[config.mk]
export PLATFORM = sky130hd
export DESIGN_NAME = dprg_ctrl
export DESIGN_NICKNAME = d
export VERILOG_FILES = /design/src/logic/dprg_pkg.sv /design/src/logic/dprg_ctrl.sv /design/src/logic/dprg_pin_map.sv
export VERILOG_INCLUDE_DIRS = /design/src /design/src/logic
export SDC_FILE = /design/constraint.sdc
export NUM_CORES = 1
export LEC_CHECK = 0
export BUFFER_PORTS_ARGS = -buffer_cell sky130_fd_sc_hd__buf_2
export CAP_MARGIN = 10
export CORE_MARGIN = 1.5
export CORE_UTILIZATION = 37
export CTS_CLUSTER_DIAMETER = 30
export DETAILED_ROUTE_END_ITERATION = 10
export PLACE_DENSITY = 0.6
export SETUP_SLACK_MARGIN = 0.02
export SYNTH_ARGS = -nofsm -noshare
export SYNTH_HDL_FRONTEND = slang
export SYNTH_HIERARCHICAL = 1
export SYNTH_SLANG_ARGS = --single-unit
[constraint.sdc]
create_clock -name clk -period 1.53 [get_ports clk]
set_input_delay 0.0765 -clock clk [delete_from_list [all_inputs] [get_ports clk]]
set_output_delay 0.0765 -clock clk [all_outputs]
set_load 0.1 [all_outputs]
[src/logic/dprg_consts.svh]
`ifndef DPRG_CONSTS_SVH
`define DPRG_CONSTS_SVH
// Number of configurable general-purpose pins
`define DPRG_GPIO_N 8
`define DPRG_GPIO_SEL_W 3
// Reset values of the pin map
`define DPRG_RST_MAP_LANE 3'h0
`define DPRG_RST_MAP_EN 3'h3
`define DPRG_RST_MAP_POL 3'h1
`define DPRG_RST_MAP_ADPT 3'h2
// Contract voltage codes
`define DPRG_V5 2'h0
`define DPRG_V9 2'h1
`define DPRG_V15 2'h2
`define DPRG_V20 2'h3
// Adapter presence filter count limit; a change must hold for one cycle more than this
`define DPRG_ADPT_FILT 4'h3
`endif

[src/logic/dprg_pkg.sv]
package dprg_pkg;
  typedef enum logic [2:0] {
    DPRG_IDLE = 3'b000,
    DPRG_SRC = 3'b001,
    DPRG_SNK = 3'b010,
    DPRG_SWAP = 3'b011,
    DPRG_RENEG = 3'b100
  } dprg_state_t;
  typedef logic [1:0] dprg_volt_t;
endpackage

[src/logic/dprg_ctrl.sv]
`timescale 1ns/1ns
`include "dprg_consts.svh"
// Notes on behaviour
// - adapter first: try to become source
// - source first, no adapter: sink, flash powered
// - late adapter: enable source objects, swap roles
// - orientation from CC sets mux polarity
// - support four-lane and two-lane plus USB modes
// - pins drive lane mode and polarity
// - separate pin drives mux enable
// - mux events mappable to any pin
// - adapter presence sampled on a pin input
// - adapter present: no sink request, offer source
// - adapter lost: leave 20 V, renegotiate as sink
// - adapter back: resend source caps, renegotiate
// - regulator enable follows plug event
// - three selects mark 9, 15, 20 V contracts
// - drive matching select; none means 5 V
// - interrupt system controller on state change
module dprg_ctrl
  import dprg_pkg::*;
(
  // Clock and reset
  input wire logic clk,
  input wire logic resetn,
  // Type-C port status from protocol layer
  input wire logic attach_in,
  input wire logic cc_flip_in,
  input wire logic partner_is_source_in,
  input wire logic alt_mode_active_in,
  input wire logic alt_four_lane_in,
  input wire logic contract_valid_in,
  input wire logic [1:0] contract_volt_in,
  input wire logic hard_reset_in,
  input wire logic swap_done_in,
  // Pin configuration
  input wire logic [2:0] map_lane_in,
  input wire logic [2:0] map_en_in,
  input wire logic [2:0] map_pol_in,
  input wire logic [2:0] map_adapter_in,
  input wire logic map_load_in,
  // General-purpose pins
  input wire logic [`DPRG_GPIO_N-1:0] gpio_in,
  output logic [`DPRG_GPIO_N-1:0] gpio_out,
  output logic [`DPRG_GPIO_N-1:0] gpio_oe,
  // Dedicated outputs
  output logic orientation_out,
  output logic regulator_enable_out,
  output logic select_9v_out,
  output logic select_15v_out,
  output logic select_20v_out,
  // Power path and policy requests
  output logic external_sink_path,
  output logic high_voltage_source_path,
  output logic flash_power_out,
  output logic role_source_out,
  output logic sink_request_allowed_out,
  output logic source_pdo_enable_out,
  output logic swap_request_out,
  output logic send_src_caps_out,
  output logic renegotiate_out,
  output logic irq_out
);
  dprg_state_t state_ff, nxt_state;
  logic [2:0] sel_lane_ff, sel_en_ff, sel_pol_ff, sel_adpt_ff;
  logic adpt_raw_ff, adpt_ff, adpt_prev_ff;
  logic [3:0] adpt_cnt_ff;
  logic [`DPRG_GPIO_N-1:0] pin_val, pin_oe;
  logic lane_ev_ff, en_ev_ff, pol_ev_ff;
  logic [3:0] stat_prev_ff;
  logic adpt_rise, adpt_fall;

  // ----------------------------------------------------------------
  // Pin map configuration
  // ----------------------------------------------------------------
  always_ff @(posedge clk) begin
    if (!resetn) begin
      sel_lane_ff <= `DPRG_RST_MAP_LANE;
      sel_en_ff <= `DPRG_RST_MAP_EN;
      sel_pol_ff <= `DPRG_RST_MAP_POL;
      sel_adpt_ff <= `DPRG_RST_MAP_ADPT;
    end else if (map_load_in) begin
      sel_lane_ff <= map_lane_in;
      sel_en_ff <= map_en_in;
      sel_pol_ff <= map_pol_in;
      sel_adpt_ff <= map_adapter_in;
    end
  end

  // ----------------------------------------------------------------
  // Adapter presence sampling
  // ----------------------------------------------------------------
  // Short filter so a bouncing barrel jack does not trigger swaps
  always_ff @(posedge clk) begin
    if (!resetn) begin
      adpt_raw_ff <= 1'b0;
      adpt_cnt_ff <= 4'h0;
      adpt_ff <= 1'b0;
      adpt_prev_ff <= 1'b0;
    end else begin
      adpt_raw_ff <= gpio_in[sel_adpt_ff];
      adpt_prev_ff <= adpt_ff;
      if (adpt_raw_ff == adpt_ff) begin
        adpt_cnt_ff <= 4'h0;
      end else if (adpt_cnt_ff == `DPRG_ADPT_FILT) begin
        adpt_ff <= adpt_raw_ff;
        adpt_cnt_ff <= 4'h0;
      end else begin
        adpt_cnt_ff <= adpt_cnt_ff + 4'h1;
      end
    end
  end
  assign adpt_rise = adpt_ff & ~adpt_prev_ff;
  assign adpt_fall = ~adpt_ff & adpt_prev_ff;

  // ----------------------------------------------------------------
  // Power role state machine
  // ----------------------------------------------------------------
  always_comb begin
    nxt_state = state_ff;
    case (state_ff)
      DPRG_IDLE: begin
        if (attach_in) begin
          if (adpt_ff) begin
            nxt_state = DPRG_SRC;
          end else if (partner_is_source_in) begin
            nxt_state = DPRG_SNK;
          end
        end
      end
      DPRG_SNK: begin
        if (adpt_rise) begin
          nxt_state = DPRG_SWAP;
        end
      end
      DPRG_SWAP: begin
        // Adapter lost mid-swap: stay sink, never source without it
        if (adpt_fall) begin
          nxt_state = DPRG_SNK;
        end else if (swap_done_in) begin
          nxt_state = DPRG_SRC;
        end
      end
      DPRG_SRC: begin
        if (adpt_fall) begin
          nxt_state = DPRG_RENEG;
        end
      end
      DPRG_RENEG: begin
        if (adpt_rise) begin
          nxt_state = DPRG_SRC;
        end else if (contract_valid_in) begin
          nxt_state = DPRG_SNK;
        end
      end
      default: nxt_state = DPRG_IDLE;
    endcase
    if (!attach_in) begin
      nxt_state = DPRG_IDLE;
    end
  end

  always_ff @(posedge clk) begin
    if (!resetn) begin
      state_ff <= DPRG_IDLE;
    end else begin
      state_ff <= nxt_state;
    end
  end

  // ----------------------------------------------------------------
  // Policy outputs
  // ----------------------------------------------------------------
  always_ff @(posedge clk) begin
    if (!resetn) begin
      role_source_out <= 1'b0;
      sink_request_allowed_out <= 1'b0;
      source_pdo_enable_out <= 1'b0;
      swap_request_out <= 1'b0;
      send_src_caps_out <= 1'b0;
      renegotiate_out <= 1'b0;
      external_sink_path <= 1'b0;
      high_voltage_source_path <= 1'b0;
      flash_power_out <= 1'b0;
    end else begin
      role_source_out <= (nxt_state == DPRG_SRC);
      sink_request_allowed_out <= !adpt_ff;
      source_pdo_enable_out <= adpt_ff;
      swap_request_out <= (state_ff == DPRG_SNK)
                          && (nxt_state == DPRG_SWAP);
      send_src_caps_out <= (state_ff == DPRG_RENEG)
                           && (nxt_state == DPRG_SRC);
      renegotiate_out <= (state_ff == DPRG_SRC)
                         && (nxt_state == DPRG_RENEG);
      external_sink_path <= (nxt_state == DPRG_SNK);
      high_voltage_source_path <= (nxt_state == DPRG_SRC);
      // Flash always powered from VBUS or adapter; needed for code load
      flash_power_out <= attach_in | adpt_ff;
    end
  end

  // ----------------------------------------------------------------
  // Mux control
  // ----------------------------------------------------------------
  always_ff @(posedge clk) begin
    if (!resetn) begin
      lane_ev_ff <= 1'b0;
      en_ev_ff <= 1'b0;
      pol_ev_ff <= 1'b0;
      orientation_out <= 1'b0;
      gpio_out <= '0;
      gpio_oe <= '0;
    end else begin
      // High selects four-lane; low two-lane plus USB
      lane_ev_ff <= alt_mode_active_in & alt_four_lane_in;
      en_ev_ff <= attach_in;
      pol_ev_ff <= attach_in & cc_flip_in;
      orientation_out <= attach_in & cc_flip_in;
      gpio_out <= pin_val;
      gpio_oe <= pin_oe;
    end
  end

  dprg_pin_map u_map (
    .lane_ev(lane_ev_ff),
    .en_ev(en_ev_ff),
    .pol_ev(pol_ev_ff),
    .sel_lane(sel_lane_ff),
    .sel_en(sel_en_ff),
    .sel_pol(sel_pol_ff),
    .pin_val(pin_val),
    .pin_oe(pin_oe)
  );

  // ----------------------------------------------------------------
  // Regulator and voltage selects
  // ----------------------------------------------------------------
  always_ff @(posedge clk) begin
    if (!resetn) begin
      regulator_enable_out <= 1'b0;
      select_9v_out <= 1'b0;
      select_15v_out <= 1'b0;
      select_20v_out <= 1'b0;
    end else begin
      regulator_enable_out <= attach_in;
      // One-hot decode guarantees at most one select
      if (!attach_in || hard_reset_in || !adpt_ff
          || nxt_state != DPRG_SRC || !contract_valid_in) begin
        select_9v_out <= 1'b0;
        select_15v_out <= 1'b0;
        select_20v_out <= 1'b0;
      end else begin
        select_9v_out <= contract_volt_in == `DPRG_V9;
        select_15v_out <= contract_volt_in == `DPRG_V15;
        select_20v_out <= contract_volt_in == `DPRG_V20;
      end
    end
  end

  // ----------------------------------------------------------------
  // System controller interrupt
  // ----------------------------------------------------------------
  // Firmware image transfer is handled by the I2C slave, not here
  always_ff @(posedge clk) begin
    if (!resetn) begin
      stat_prev_ff <= 4'h0;
      irq_out <= 1'b0;
    end else begin
      stat_prev_ff <= {attach_in, adpt_ff, contract_valid_in,
                       state_ff == DPRG_SRC};
      irq_out <= stat_prev_ff != {attach_in, adpt_ff, contract_valid_in,
                                  state_ff == DPRG_SRC};
    end
  end
endmodule // dprg_ctrl

[src/logic/dprg_pin_map.sv]
`timescale 1ns/1ns
`include "dprg_consts.svh"
// Routes three mux control events onto any of the general-purpose pins
module dprg_pin_map
  import dprg_pkg::*;
(
  // Events
  input wire logic lane_ev,
  input wire logic en_ev,
  input wire logic pol_ev,
  // Pin selection
  input wire logic [`DPRG_GPIO_SEL_W-1:0] sel_lane,
  input wire logic [`DPRG_GPIO_SEL_W-1:0] sel_en,
  input wire logic [`DPRG_GPIO_SEL_W-1:0] sel_pol,
  // Pin drive
  output logic [`DPRG_GPIO_N-1:0] pin_val,
  output logic [`DPRG_GPIO_N-1:0] pin_oe
);
  genvar i;
  generate
    for (i = 0; i < `DPRG_GPIO_N; i++) begin : g_pin
      localparam logic [`DPRG_GPIO_SEL_W-1:0] pin_idx = `DPRG_GPIO_SEL_W'(i);
      // Lane mode wins if two events share a pin
      always_comb begin
        pin_oe[i] = (sel_lane == pin_idx) || (sel_en == pin_idx)
                    || (sel_pol == pin_idx);
        if (sel_lane == pin_idx) begin
          pin_val[i] = lane_ev;
        end else if (sel_en == pin_idx) begin
          pin_val[i] = en_ev;
        end else begin
          pin_val[i] = (sel_pol == pin_idx) & pol_ev;
        end
      end
    end
  endgenerate
endmodule // dprg_pin_map

* After elaboration in Yosys (flattened, before gate mapping)
Cells that the tools add are included. W data, S select, Z words.
Operators by class: shift operators 0, magnitude comparators 1, muxes and demuxes 28, eq/ne operators 36, reductions and logical operators 33, $add $sub $neg 1, bitwise gates (word level) 17, div/mod/pow operators 0, $mul 0
Operators with widths (number):
- $eq A3 B3 Y1 const B | 14
- $eq A3 B2 Y1 const B | 10
- $mux W3 | 9
- $logic_or A1 B1 Y1 | 20
- $mux W1 | 17
- $eq A3 B1 Y1 const B | 5
- $pmux W3 S5 | 1
- $and A1 B1 Y1 | 12
- $logic_not A3 Y1 | 4
- $add A4 B1 Y4 const B | 1
- $eq A2 B2 Y1 const B | 2
- $eq A4 B2 Y1 const B | 1
- $lt A3 B4 Y1 const B | 1
- $ne A4 B4 Y1 | 1
- $not A1 Y1 | 4
- $bmux W1 S3 | 1
- $logic_and A1 B1 Y1 | 3
- $logic_not A1 Y1 | 3
- $ne A3 B1 Y1 const B | 1
- $reduce_or A3 Y1 | 1
- $eq A2 B1 Y1 const B | 1
- $reduce_and A2 Y1 | 1
- $reduce_or A2 Y1 | 1
- $eq A1 B1 Y1 | 1
- $or A1 B1 Y1 | 1
Storage, ports and cells: ROM bits 0, bits of input ports 33, bits in latches 0, memory bits (writable) 0, memories 0, register bits 56

* Logic depth before layout (Yosys ltp)
word-level depth 9, depth in mapped cells 6, depth with buffers taken out 6

* By module
The synthesis kept the hierarchy.
By module, submodules not included:
- dprg_ctrl | sequential area each 1081.0 µm², cells each 174, instances 1, area an instance 1883.1 µm²
- dprg_pin_map | sequential area each 0.0 µm², cells each 68, instances 1, area an instance 415.4 µm²

* Least setup slack after synthesis
OpenSTA, ideal clock, no wires.
path kind register to register, from register stat_prev_ff[2] (netlist name), to register select_9v_out, buffers on the path 0, slack -0.688 ns, arrival 2.087 ns, cell stages (with the launch flop) 7, setup time 0.131 ns, cell sequence dfxtp_1 -> inv_1 -> ha_1 -> or4b_1 -> a21o_1 -> nand4bb_1 -> nor3_2
RTL lines:
- end signal, assigned | RTL line dprg_ctrl.sv:253 | select_9v_out <= contract_volt_in == `DPRG_V9;
- end, declared | RTL line dprg_ctrl.sv:49 | output logic select_9v_out,

==> qor.txt <==
Status - completed
WP data required - 1770 ps
Yosys warning count - 6
Diodes inserted - 0
WL per Instance - 12.3 µm
Post-synth EDFFs - 0
Slowest CP cell - or4b_1
Hold_ws - 8.27 ps
Tot GR Track Use - 0.153
WP buf/inv - 1
Fin crit share - 0.977
Syn nets - 278
Synth Area per Inst - 9.50 µm²
Post-synth top area share - 0.470
Synth area leader - dfxtp_1
Hold depth - 3
Fin cells - 392
FF-to-FF Start - stat_prev_ff[2]$_SDFF_PN0_
Drt initial violations - 117
Detailed Place HPWL - 3530 µm
Post-Syn Area - 0.00230 mm²
Max Root-Sink Buffers - 2
Area after DPL - 0.00273 mm²
Vias in the first global route - 1,707
Worst-path fanout max - 3
CTS tree - yes
Layout area overhead - 28.1%
Clock latency on the worst-skew pair - 290 ps
Period minus WS final - 1500 ps
Gpl congestion - 0.834
Layout cells sized above 1 - 0.331
Synth Area in Compound Gates - 0.0691
Post-Place Cells - 379
Site row count - 28
Family with the most delay on the worst path - simple AND/OR/NAND/NOR gates
Residual DRC - 0
Simple-gate area share of the yosys netlist - 0.303
Util after Layout - 0.494
Sink Count - 54
CP Capture Type - flip-flop
Setup CP Type - flip-flop to flip-flop
Worst Tran Pin Value - 491 ps
Max IR drop VDD - 413 µV
Post-CTS Setup Inserts - 0
Initial antenna violation count - 0
Die X-Extent - 81.8 µm
IO Pins - 64
LEAKAGE - 1.33 nW
RSZ-0062 raised after global routing - yes
Fin nets - 352
Area share of fa/ha/maj cells after synthesis - 0.0163
Grt total ovfl - 0
Cell count after synthesis - 242
Layout Skew - 9.64 ps
Unique masters post-synth - 50
Worst r2r path cells - 6
Top post-synthesis cells by area - dfxtp_1, mux2i_1, and2_1
Clk slew on worst S/H paths - 90 ps
Worst min-delay path class - primary input to flip-flop
Final instance area - 0.00294 mm²
Port bufs - 63
Ys flop type - dfxtp_1
Initial Util - 0.386
Arrival @ worst endpoint - 1740 ps
CP cell instances - inv_4, ha_4, or4b_1, a21o_1, nor2_2, and2_1
Seq/Total Area, Yosys - 0.470
Setup violators final - 0
Crit path largest cell delay - 460 ps
DRT Wirelength - 4840 µm
Die ar. - 0.00669 mm²
Mux cell area share after synthesis - 0.0811
Vias post-DR - 1,897
Max Transition Viols Final - 0
Crit path from - stat_prev_ff[2]$_SDFF_PN0_
Total CTS buffers - 5
Hold path start - contract_volt_in[0]
Setup crit start kind - flip-flop
DR pass1 iterations - 4
Max-cap violations - 0
Chip Height - 81.8 µm
XOR/XNOR Fraction of Synth Area - 0.0229
Root Buffer - clkbuf_8
Main combinational cell family by area after synthesis - simple AND/OR/NAND/NOR gates
#FFs+latches synth - 54
Core region area - 0.00596 mm²
Largest net degree at the start of global routing - 21
DR vias/cell - 4.84
WHS Endpoint - select_20v_out$_SDFF_PP0_
Max-slew headroom - 0.675
Post-synth ARST share - 0
Reg2reg end - renegotiate_out$_SDFF_PN0_
ANT nets after route - 0
R2R setup slack - 30 ps
Pwr Density - 1030 mW/mm²
Final Hold Fails - 0
First-pass GRT wire length - 7810 µm
FMAX - 0.669 GHz
H-Tree Depth - 2
==> timing repair <==
item                                    in CTS  in global routing
pin swaps                                    0                  3
resized for setup                            1                 12
hold endpoints to repair                     4                  1
hold buffers                                 4                  1
endpoints found under the setup margin       4                  8
==> cell families after synthesis <==
| kind of cell | after synthesis |
|---|---|
| multiplexers | 16 |
| XOR/XNOR | 6 |
| flip-flops | 54 |
| AO/OA/AOI/OAI | 23 |
| buffers and inverters | 19 |
| adder cells (fa/ha/maj) | 3 |
| AND/OR/NAND/NOR | 121 |
==> Yosys cell counts (all sizes together), types with 4 or more instances <==
cell type  count
dfxtp         54
nor2          25
and2          19
mux2i         13
nand2         13
nand3         13
inv            8
nand3b         7
a21oi          6
buf            6
or3b           6
and3           5
nand2b         5
a31oi          4
clkbuf         4
nor3           4
nor4           4
o21ai          4
or3            4
xnor2          4
==> per-stage QoR <==
| stage | TNS, ps | setup slack (ps) | power, mW |
|---|---|---|---|
| 2_1_floorplan | -233 | -129 | 1.95 |
| 3_5_place_dp | 0 | 29.3 | 2.09 |
| 3_3_place_gp | 0 | 60.4 | 2.08 |
| 5_1_grt | -16.1 | -15.6 | 3.15 |
| 6_report | 0 | 34.8 | 3.02 |
| 4_1_cts | 0 | 17.2 | 3.06 |
==> power by group <==
| group | total [mW] | internal [mW] | switching, mW |
|---|---|---|---|
| Clock | 0.959 | 0.534 | 0.425 |
| Sequential | 1.52 | 1.47 | 0.0558 |
| Combinational | 0.545 | 0.167 | 0.377 |
==> final cells by class <==
cell class	count	area, µm²
Inverter	9	36.3
Timing Repair Buffer	77	433
Sequential cell	54	1100
Clock inverter	1	30.0
Clock buffer	7	86.3
Tap cell	75	93.8
Multi-Input combinational cell	169	1170
Fill cell	598	3010
==> worst max-delay path by stage <==
| stage | slack (ps) | end | cells after the start |
|---|---|---|---|
| after floorplan | -130 | select_9v_out$_SDFF_PP0_ | 6 |
| after global placement | 60 | select_9v_out$_SDFF_PP0_ | 6 |
| after detailed placement | 30 | select_9v_out$_SDFF_PP0_ | 6 |
| after CTS | 20 | select_9v_out$_SDFF_PP0_ | 6 |
| after global routing | -20 | renegotiate_out$_SDFF_PN0_ | 6 |
| final | 30 | renegotiate_out$_SDFF_PN0_ | 6 |
==> layout by cell type, fill, tap and decap left out, types with 5 or more instances in the layout <==
master / instances
dlygate4sd3_1: 5
nand3_1: 13
buf_4: 9
inv_1: 6
nand3b_1: 7
nand2b_1: 5
buf_2: 63
clkbuf_8: 6
and2_1: 19
dfxtp_2: 6
and3_1: 5
mux2i_1: 13
nor2_1: 24
or3b_1: 5
nand2_1: 13
dfxtp_1: 46
==> flip-flops by register name, indices dropped and copies added, names as in the netlist, 3 cells and up <==
name and cells:
sel_pol_ff 3, sel_lane_ff 3, gpio_out 8, state_ff 3
sel_adpt_ff 3, adpt_cnt_ff 4, gpio_oe 8, sel_en_ff 3
stat_prev_ff 3
==> metal layers <==
layer  part of all wire  global-route usage
met5                  0                   0
met4             0.0070              0.0593
met3              0.064              0.0356
met2               0.44               0.240
met1               0.49               0.202
==> tightest hold or removal path: stages <==
cell	delay [ps]
buf_2	110
nand2_1	50
nor4_1	30
(Power assumes the default switching activity.)
